**src/sssq_defs.vh**
```
`ifndef SSSQ_DEFS_VH
`define SSSQ_DEFS_VH

// register byte offsets (one aligned word each)
`define SSSQ_OFF_CTRL      8'h00
`define SSSQ_OFF_STATUS    8'h04
`define SSSQ_OFF_FAULTS    8'h08
`define SSSQ_OFF_SSLEVEL   8'h0C
`define SSSQ_OFF_OCDELAY   8'h10

// control register fields
`define SSSQ_CTRL_TABLE_LSB 0
`define SSSQ_CTRL_TABLE_W   2
`define SSSQ_CTRL_RESET     2'h0

// code table select encodings
`define SSSQ_TBL_BOOT8      2'h0
`define SSSQ_TBL_NOBOOT8    2'h1
`define SSSQ_TBL_5BIT       2'h2
`define SSSQ_TBL_6BIT       2'h3

// soft-start node thresholds in millivolts
`define SSSQ_SS_CLAMP_MV    16'd1400
`define SSSQ_SS_BOOT_MV     16'd1100
`define SSSQ_SS_CODE_MV     16'd3000
`define SSSQ_SS_RDY_MV      16'd3920
`define SSSQ_SS_END_MV      16'd4000
`define SSSQ_SS_DIS_MV      16'd200
`define SSSQ_SS_OC_MV       16'd120

// timing: invalid-code persistence 1.3us, open loop 8 switching cycles
`define SSSQ_CLK_MHZ        20
`define SSSQ_VIDF_NS        1300
`define SSSQ_VIDF_CYC       ((`SSSQ_VIDF_NS * `SSSQ_CLK_MHZ) / 1000)
`define SSSQ_OPENLOOP_CYC   4'd8
`define SSSQ_OCDELAY_RESET  16'h0040

`endif

```
**src/sssq_sequencer.v**
```verilog
// Design decisions made here: the placing of the registers and the AXI4-Lite register port.
`timescale 1ns/10ps
`include "sssq_defs.vh"

// Function
// boot mode: charge soft start once enabled
// clamp amp until 1.4V, then track minus offset
// boot mode: release code above 3.0V
// ready allowed above 3.92V; ends at 4.0V
// no-boot modes track straight to code
// undervoltage, bad code, overcurrent, disable set fault
// discharge trip with cause gone restarts
// overvoltage, open sense/loop/chain latch until power cycle
// overcurrent before ready: constant current, count delay
// overcurrent past delay: fault, discharge, hiccup
// delay count chosen from switching frequency
// post-ready overcurrent discharges; below 120mV faults
// post-ready fault discharges to 200mV, retries
// bias rail above 94% releases, below 86% sets; the code needs 94% only at first start, then release follows the 86% flag
// all-zero/all-one codes set fault; 5-bit table flags only all-one, 6-bit table never flags a code
// invalid code must persist 1.3us
// boot mode code fault held until power cycle
// ready high only when done, low on latches
// amp high 8 switching cycles latches fault
// 8-bit family enable thresholds 0.8/0.85V
// 5/6-bit family enable thresholds 1.14/1.2V
// thermal alarm pulled low at trip, hysteresis
// overvoltage raises flag, latch, share line
// all flags pass two-stage synchronisers
module sssq_sequencer #(
	parameter SS_W = 16 // soft-start level width, millivolts
) (
	input  wire        clock,
	input  wire        rst_n,
	// axi4-lite slave
	input  wire [7:0]  s_axi_awaddr,
	input  wire        s_axi_awvalid,
	output reg         s_axi_awready,
	input  wire [31:0] s_axi_wdata,
	input  wire [3:0]  s_axi_wstrb,
	input  wire        s_axi_wvalid,
	output reg         s_axi_wready,
	output reg  [1:0]  s_axi_bresp,
	output reg         s_axi_bvalid,
	input  wire        s_axi_bready,
	input  wire [7:0]  s_axi_araddr,
	input  wire        s_axi_arvalid,
	output reg         s_axi_arready,
	output reg  [31:0] s_axi_rdata,
	output reg  [1:0]  s_axi_rresp,
	output reg         s_axi_rvalid,
	input  wire        s_axi_rready,
	// analog flags and pins
	input  wire        enable_hi,        // enable above the on threshold
	input  wire        enable_lo,        // enable below the off threshold
	input  wire        enable_hi_alt,    // enable above 1.2V
	input  wire        enable_lo_alt,    // enable below 1.14V
	input  wire        bias_rail_ok_hi,  // rail above 94%
	input  wire        bias_rail_low,    // rail below 86%
	input  wire        oc_flag,          // current_sense_in above overcurrent_threshold
	input  wire        ov_flag,          // sensed_output above dac_reference + 130mV
	input  wire        open_sense_flag,  // open sense line detected
	input  wire        open_chain_flag,  // open daisy chain detected
	input  wire        amp_high_flag,    // error amp above rail minus 1.08V
	input  wire        hot_trip,         // thermal_threshold_in past 1.6V
	input  wire        hot_clear,        // thermal back below hysteresis band
	input  wire        in_regulation,    // output within regulation
	input  wire        switch_tick,      // one pulse per switching cycle
	input  wire [7:0]  voltage_ident_code,
	output reg         softstart_charge,
	output reg         softstart_discharge,
	output reg  [SS_W-1:0] softstart_level,
	output reg         error_amp_clamp,
	output reg         boot_stage,
	output reg         code_active,
	output reg         const_current,
	output reg         regulator_ready_out,
	output reg         thermal_alarm_out_n,
	output reg         overvoltage_flag_pin,
	output reg         phase_share_line
);

	localparam [SS_W-1:0] SS_STEP = 16'd1; // ramp step per clock, mV

	// synchronised flags: first stage feeds only the second
	localparam NF = 14;
	wire [NF-1:0] raw_w = {in_regulation, hot_clear, hot_trip, amp_high_flag,
		open_chain_flag, open_sense_flag, ov_flag, oc_flag, bias_rail_low,
		bias_rail_ok_hi, enable_lo_alt, enable_hi_alt, enable_lo, enable_hi};
	reg  [NF-1:0] sy1_q;  // first stage
	reg  [NF-1:0] sy2_q;  // second stage, used by logic
	reg  [7:0]    code1_q;
	reg  [7:0]    code2_q;

	// code bus synced bitwise: skew lasts a clock, far inside the persistence window
	// sync every flag through two stages
	always @(posedge clock) begin
		if (!rst_n) begin
			sy1_q   <= {NF{1'b0}};
			sy2_q   <= {NF{1'b0}};
			code1_q <= 8'h00;
			code2_q <= 8'h00;
		end else begin
			sy1_q   <= raw_w;
			sy2_q   <= sy1_q;
			code1_q <= voltage_ident_code;
			code2_q <= code1_q;
		end
	end

	wire en_hi_s = sy2_q[0];
	wire en_lo_s = sy2_q[1];
	wire ea_hi_s = sy2_q[2];
	wire ea_lo_s = sy2_q[3];
	wire rail_ok_s  = sy2_q[4];
	wire rail_low_s = sy2_q[5];
	wire oc_s   = sy2_q[6];
	wire ov_s   = sy2_q[7];
	wire osen_s = sy2_q[8];
	wire ochn_s = sy2_q[9];
	wire amph_s = sy2_q[10];
	wire hot_s  = sy2_q[11];
	wire cool_s = sy2_q[12];
	wire reg_s  = sy2_q[13];

	// the table select strap is not modelled; software sets the family instead
	// software state
	reg  [1:0]  table_q;    // code_table_select
	reg  [15:0] ocdelay_q;  // overcurrent delay in switching cycles
	reg         por_q;      // cleared once rail first seen good

	wire is_8bit = (table_q == `SSSQ_TBL_BOOT8) || (table_q == `SSSQ_TBL_NOBOOT8);
	wire is_boot = (table_q == `SSSQ_TBL_BOOT8);

	// enable thresholds depend on code family
	wire en_on  = is_8bit ? en_hi_s : ea_hi_s;
	wire en_off = is_8bit ? en_lo_s : ea_lo_s;

	// invalid code detect per table
	reg bad_code;
	always @* begin
		case (table_q)
			`SSSQ_TBL_5BIT: bad_code = (code2_q[4:0] == 5'h1F);
			`SSSQ_TBL_6BIT: bad_code = 1'b0;
			default: bad_code = (code2_q[7:1] == 7'h00) || (code2_q[7:1] == 7'h7F);
		endcase
	end

	// invalid code must persist before it counts
	// the macro is a plain integer; keep only the counter's width
	localparam [31:0] VIDF_WIDE = `SSSQ_VIDF_CYC;
	localparam [7:0]  VIDF_CYC  = VIDF_WIDE[7:0];
	reg [7:0] vidf_cnt_q;
	reg       vidf_q;
	always @(posedge clock) begin
		if (!rst_n) begin
			vidf_cnt_q <= 8'h00;
			vidf_q     <= 1'b0;
		end else if (!bad_code) begin
			vidf_cnt_q <= 8'h00;
			vidf_q     <= 1'b0;
		end else if (vidf_cnt_q >= VIDF_CYC - 8'h01) begin
			vidf_q <= 1'b1;
		end else begin
			vidf_cnt_q <= vidf_cnt_q + 8'h01;
		end
	end

	// open loop: amp high for 8 consecutive switching cycles
	// the count saturates at the limit so the latch input stays asserted
	reg [3:0] ol_cnt_q;
	always @(posedge clock) begin
		if (!rst_n)
			ol_cnt_q <= 4'h0;
		else if (!amph_s)
			ol_cnt_q <= 4'h0;
		else if (switch_tick && ol_cnt_q != `SSSQ_OPENLOOP_CYC)
			ol_cnt_q <= ol_cnt_q + 4'h1;
	end

	// state machine
	localparam [2:0] ST_OFF   = 3'd0; // fault or waiting
	localparam [2:0] ST_RAMP  = 3'd1; // soft start rising
	localparam [2:0] ST_DONE  = 3'd2; // settled at end level
	localparam [2:0] ST_DISCH = 3'd3; // fault discharge
	reg [2:0]  st_q;
	reg [15:0] ocd_cnt_q;  // constant-current delay count
	reg        fault_q;    // recoverable fault latch
	reg        hard_q;     // power-cycle-only latches
	reg        ovl_q;      // overvoltage latch

	wire rail_fault = rail_low_s || por_q;
	wire hard_set = ov_s || osen_s || ochn_s
		|| (ol_cnt_q == `SSSQ_OPENLOOP_CYC)
		|| (vidf_q && is_boot);
	wire soft_set = rail_fault || vidf_q || en_off || !en_on;
	wire cause = soft_set || hard_set || hard_q;

	// sequencing and fault latches
	always @(posedge clock) begin
		if (!rst_n) begin
			st_q      <= ST_OFF;
			softstart_level <= {SS_W{1'b0}};
			ocd_cnt_q <= 16'h0000;
			fault_q   <= 1'b1;
			hard_q    <= 1'b0;
			ovl_q     <= 1'b0;
			por_q     <= 1'b1;
		end else begin
			if (rail_ok_s)
				por_q <= 1'b0;
			if (hard_set)
				hard_q <= 1'b1;
			if (ov_s)
				ovl_q <= 1'b1;
			case (st_q)
				ST_OFF: begin
					// restart only when no cause and node discharged
					if (!cause) begin
						fault_q <= 1'b0;
						st_q    <= ST_RAMP;
					end
				end
				ST_RAMP: begin
					if (cause || (oc_s && ocd_cnt_q >= ocdelay_q)) begin
						fault_q <= 1'b1;
						st_q    <= ST_DISCH;
					end else if (oc_s) begin
						// hold level: constant-current control
						if (switch_tick)
							ocd_cnt_q <= ocd_cnt_q + 16'h0001;
					end else begin
						ocd_cnt_q <= 16'h0000;
						if (softstart_level >= `SSSQ_SS_END_MV)
							st_q <= ST_DONE;
						else
							softstart_level <= softstart_level + SS_STEP;
					end
				end
				ST_DONE: begin
					if (cause) begin
						fault_q <= 1'b1;
						st_q    <= ST_DISCH;
					end else if (oc_s) begin
						// excess current pulls the node down
						if (softstart_level < `SSSQ_SS_OC_MV) begin
							fault_q <= 1'b1;
							st_q    <= ST_DISCH;
						end else
							softstart_level <= softstart_level - SS_STEP;
					end else if (softstart_level < `SSSQ_SS_END_MV)
						softstart_level <= softstart_level + SS_STEP;
				end
				ST_DISCH: begin
					if (softstart_level > `SSSQ_SS_DIS_MV)
						softstart_level <= softstart_level - SS_STEP;
					else
						st_q <= ST_OFF;
				end
				default: st_q <= ST_OFF;
			endcase
		end
	end

	// pin outputs derived from state
	always @(posedge clock) begin
		if (!rst_n) begin
			softstart_charge     <= 1'b0;
			softstart_discharge  <= 1'b0;
			error_amp_clamp      <= 1'b1;
			boot_stage           <= 1'b0;
			code_active          <= 1'b0;
			const_current        <= 1'b0;
			regulator_ready_out  <= 1'b0;
			thermal_alarm_out_n  <= 1'b1;
			overvoltage_flag_pin <= 1'b0;
			phase_share_line     <= 1'b0;
		end else begin
			softstart_charge    <= (st_q == ST_RAMP) && !oc_s;
			// post-ready overcurrent bleeds the node while still in the done state
			softstart_discharge <= (st_q == ST_DISCH)
				|| ((st_q == ST_DONE) && oc_s);
			error_amp_clamp <= fault_q || hard_q || ovl_q || (st_q != ST_RAMP && st_q != ST_DONE)
				|| softstart_level < `SSSQ_SS_CLAMP_MV;
			// boot stage holds output at 1.1V until code release
			boot_stage  <= is_boot && softstart_level >= `SSSQ_SS_CLAMP_MV
				&& softstart_level < `SSSQ_SS_CODE_MV;
			code_active <= is_boot ? (softstart_level > `SSSQ_SS_CODE_MV) : 1'b1;
			const_current <= (st_q == ST_RAMP) && oc_s;
			regulator_ready_out <= (st_q == ST_DONE) && reg_s && !fault_q && !hard_q
				&& !ovl_q && softstart_level > `SSSQ_SS_RDY_MV;
			// trip wins over clear when both comparators report at once
			if (hot_s)
				thermal_alarm_out_n <= 1'b0;
			else if (cool_s)
				thermal_alarm_out_n <= 1'b1;
			overvoltage_flag_pin <= ovl_q || ov_s;
			phase_share_line     <= ovl_q || ov_s;
		end
	end

	// axi4-lite write: take address and data in either order
	reg        aw_have_q;
	reg        w_have_q;
	reg [7:0]  awaddr_q;
	reg [31:0] wdata_q;
	always @(posedge clock) begin
		if (!rst_n) begin
			s_axi_awready <= 1'b0;
			s_axi_wready  <= 1'b0;
			s_axi_bvalid  <= 1'b0;
			s_axi_bresp   <= 2'b00;
			aw_have_q <= 1'b0;
			w_have_q  <= 1'b0;
			awaddr_q  <= 8'h00;
			wdata_q   <= 32'h0000_0000;
			table_q   <= `SSSQ_CTRL_RESET;
			ocdelay_q <= `SSSQ_OCDELAY_RESET;
		end else begin
			s_axi_awready <= !aw_have_q && !s_axi_awready && s_axi_awvalid && !s_axi_bvalid;
			s_axi_wready  <= !w_have_q && !s_axi_wready && s_axi_wvalid && !s_axi_bvalid;
			if (s_axi_awvalid && s_axi_awready) begin
				aw_have_q <= 1'b1;
				awaddr_q  <= s_axi_awaddr;
			end
			if (s_axi_wvalid && s_axi_wready) begin
				w_have_q <= 1'b1;
				wdata_q  <= s_axi_wdata;
			end
			if (aw_have_q && w_have_q && !s_axi_bvalid) begin
				aw_have_q    <= 1'b0;
				w_have_q     <= 1'b0;
				s_axi_bvalid <= 1'b1;
				s_axi_bresp  <= 2'b00;
				case (awaddr_q)
					`SSSQ_OFF_CTRL:    table_q   <= wdata_q[1:0];
					`SSSQ_OFF_OCDELAY: ocdelay_q <= wdata_q[15:0];
					default: s_axi_bresp <= 2'b10; // unmapped or read-only
				endcase
			end else if (s_axi_bvalid && s_axi_bready)
				s_axi_bvalid <= 1'b0;
		end
	end

	// axi4-lite read
	// status words are snapshots; a read never disturbs the latches
	always @(posedge clock) begin
		if (!rst_n) begin
			s_axi_arready <= 1'b0;
			s_axi_rvalid  <= 1'b0;
			s_axi_rdata   <= 32'h0000_0000;
			s_axi_rresp   <= 2'b00;
		end else begin
			s_axi_arready <= 1'b0;
			if (s_axi_arvalid && !s_axi_arready && !s_axi_rvalid) begin
				s_axi_arready <= 1'b1;
				s_axi_rvalid  <= 1'b1;
				s_axi_rresp   <= 2'b00;
				case (s_axi_araddr)
					`SSSQ_OFF_CTRL:    s_axi_rdata <= {30'h0, table_q};
					`SSSQ_OFF_STATUS:  s_axi_rdata <= {25'h0, st_q, regulator_ready_out,
						code_active, const_current, error_amp_clamp};
					`SSSQ_OFF_FAULTS:  s_axi_rdata <= {28'h0, ovl_q, hard_q, vidf_q, fault_q};
					`SSSQ_OFF_SSLEVEL: s_axi_rdata <= {16'h0, softstart_level};
					`SSSQ_OFF_OCDELAY: s_axi_rdata <= {16'h0, ocdelay_q};
					default: begin
						s_axi_rdata <= 32'h0000_0000;
						s_axi_rresp <= 2'b10;
					end
				endcase
			end else if (s_axi_rvalid && s_axi_rready)
				s_axi_rvalid <= 1'b0;
		end
	end

endmodule // sssq_sequencer
```
**config.mk**
```make
export PLATFORM = sky130hd
export DESIGN_NAME = sssq_sequencer
export DESIGN_NICKNAME = d
export VERILOG_FILES = /design/src/sssq_sequencer.v
export VERILOG_INCLUDE_DIRS = /design/src /design/src/src
export SDC_FILE = /design/constraint.sdc
export NUM_CORES = 1
export LEC_CHECK = 0
export ABC_CLOCK_PERIOD_IN_PS = 6700
export CORE_ASPECT_RATIO = 0.7
export CORE_MARGIN = 5
export CORE_UTILIZATION = 65
export CTS_CLUSTER_DIAMETER = 120
export DETAILED_ROUTE_END_ITERATION = 8
export DONT_BUFFER_PORTS = 1
export PLACE_DENSITY = 0.81
export SETUP_SLACK_MARGIN = 0.02
export SYNTH_ARGS = -nofsm -noshare
export SYNTH_HDL_FRONTEND = slang
export SYNTH_SLANG_ARGS = --single-unit
```
**constraint.sdc**
```tcl
create_clock -name clock -period 6.7 [get_ports clock]
set_input_delay 0 -clock clock [delete_from_list [all_inputs] [get_ports clock]]
set_output_delay 0 -clock clock [all_outputs]
set_load 0.01 [all_outputs]
```
==> results.toml <==
[status]
outcome = "complete, no violations"

[floorplan]
core.rowCount = 34
initial_core_util_pct = 65.5
io_pins = 149
die_w_microns = 143
core_sq_um = 12300
die_h_microns = 103
die-area_sq_um = 14700

[worst_setup_path]
crit_required_ns = 7.02
end_kind = "register"
cp-start-kind = "register"
r2r-start = "table_q[1]$_SDFFE_PN0P_"
path_class = "register to register"
worstPathMaxFanout = 30
crit_arrival_ns = 3.44
startpoint = "table_q[1]$_SDFFE_PN0P_"

[global_routing]
grt_use_total_pct = 29.8
first_global_vias = 6675
grt_start_max_net_pins = 81
grt_pass1_wl_microns = 34900
overflow = 0
antenna_found_initial = 0

[clocking]
clock-root-buffer = "clkbuf_16"
clock_latency_ns = 0.42
cts_tree = "yes"
cts_made_buffers = 17
post_cts_resized = 0
cts.path.max_buffers = 2
clock-sinks = 171
cts_setup_buffers = 0
path_clk_slew_ns = 0.07
htree_levels = 4

[yosys]
synth_edf_count = 0
synth_top_area_share_pct = 42.5
synth-seq-area-share_pct = 42.5
synthDistinctLibCells = 75
synthTopCellsByArea = "dfxtp_1, nand2_1, and2_1"
synth_warnings = 0
synthArstFlopShare_pct = 0
synthCells = 950
synth-main-ff-cell = "dfxtp_1"
synth.largest_area_cell = "dfxtp_1"
syn_area_sq_um = 8050
synth_seq_cells = 171
syn_area_per_cell_sq_um = 8.48

[placement]
port_buffers = 0
gp_congestion = 0.871
placedCellCount = 1055
post-dp-hpwl_microns = 13200

[finish]
fin_util_pct = 73.8
fin_cells = 1140
layout_common_cells = "dfxtp_1, nand2_1, a21oi_1"
layout_commonest_cell = "dfxtp_1"
area_growth_pct = 12.8
nets = 1077
diodes = 0
drive_gt1_share_pct = 5.62

[route]
via_per_inst = 6.21
wl_per_cell_microns = 19.2
drtIter0Drc = 749
vias = 7074
drc = 0
dr.pass1.iters = 6
postRouteAntennaNets = 0
routed_wl_microns = 21900

[timing]
finalCritPeriodShare_pct = 46.6
tightest_slew_ns = 1.25
drv_slew = 0
setup_viol = 0
fin_tns_setup_ns = 0
hold_viol_final = 0
rsz0062_at_grt = "no"
max_freq_mhz = 320
worst_slew_margin_rel_pct = 17.0
finClkSkew_ns = 0.0137
period_needed_ns = 3.12

[worst_hold_path]
min-delay-start = "s_axi_arvalid"
hold_path_class = "primary input to register"

[flow_run]
drv_cap = 0

[power]
ir_drop_uv = 205
p_per_area_nw_per_um2 = 255
power.leakage_nw = 3.31
what timing repair did:
action / 4_1_cts / 5_1_grt
endpoints found under the hold margin: 118 / 0
hold buffers: 54 / 0
endpoints found under the setup margin: 0 / 0
through the flow:
step	setup slack [ns]	hold WS (ns)	total power, mW	cell area [sq um]
3_3_place_gp	3.78	0.0826	1.31	7950
4_1_cts	3.69	0.0225	2.30	9080
3_5_place_dp	3.76	0.0947	1.31	7950
5_1_grt	3.48	0.0366	2.39	9080
2_1_floorplan	4.21	0.127	1.30	8120
6_report	3.58	0.0323	2.31	9080
cell type report:
type	instances	area, sq um
timing repair buffer	57	581
tap	162	203
clock inverter	14	149
clock buffer	17	425
inverter	36	135
sequential	171	3420
multi-input combinational	683	4160
fill	852	3220
synth_stat cells, types with 4 or more instances:
cell type  number
nor4_1          6
clkbuf_1       45
or3_1           6
xor2_1          4
o21ai_0        16
a21o_1          4
buf_4          19
o221a_1         8
nor3_1         25
o31ai_1         4
dfxtp_1       171
mux2i_1        21
a222oi_1        4
nand4_1        13
a22oi_1        13
o21ai_1        14
nand2b_1        8
buf_1           6
a41oi_1         4
and2_1         62
o41ai_1         4
nand2_1       137
or4_1           5
nor2b_1         5
ha_1           29
a211oi_1        5
nand3_1        31
inv_1          35
nand3b_1        5
nor2_1         60
o211ai_1        5
and3_1          9
a31oi_1         4
nor4b_1         7
or2_2           5
a2bb2oi_1       4
buf_6           4
a21oi_1        74
or2_1           4
nor3b_1         4
metal layers:
| metal | track usage [%] | routed length, microns | vias to the layer above |
|---|---|---|---|
| li1 | - | - | 3325 |
| met1 | 38.7 | 8940 | 3319 |
| met2 | 49.5 | 10300 | 384 |
| met3 | 8.25 | 2280 | 46 |
| met4 | 8.04 | 350 | 0 |
| met5 | 0 | 0 | - |
worst paths after layout:
kind,endpoint,slack [ns],cells after the start
max,softstart_level[15]$_SDFFE_PN0P_,3.58,6
min,s_axi_rdata[0]$_SDFFE_PN0P_,0.03,4
max reg2reg,softstart_level[15]$_SDFFE_PN0P_,3.58,6
min reg2reg,vidf_cnt_q[6]$_SDFFE_PN0N_,0.43,2
critical path: stages, from the launching register on:
cell       delay, ns
dfxtp_1         0.40
nor3b_1         0.51
o2111ai_1       0.38
a21o_1          0.27
a2111o_1        0.83
o31a_1          0.44
o21a_1          0.18
kinds of logic (layout without fill, tap and decap cells):
kind of cell	Yosys count	in the layout	share of synthesized area [%]
other cells	1	18	0.0466
simple gates	404	404	25.5
xor+xnor	7	7	0.761
mux	24	24	3.03
flops	171	171	42.5
compound gates	201	201	17.1
buf+inv	113	124	6.57
fa+ha+maj	29	29	4.51
state kept, by name, summed over array words and instances, names as in the netlist, 2 cells and up:
register	flops
s_axi_rdata	16
st_q	2
wdata_q	16
awaddr_q	8
ocd_cnt_q	16
softstart_level	16
code2_q	8
sy1_q	14
table_q	2
code1_q	8
ocdelay_q	16
sy2_q	14
ol_cnt_q	4
vidf_cnt_q	8
report_power, final:
part / internal [mW] / total, mW / switching, mW
clock: 0.527 / 0.971 / 0.445
sequential: 1.05 / 1.09 / 0.0418
combinational: 0.102 / 0.250 / 0.147
No activity file was read; power rests on OpenSTA's default activity.
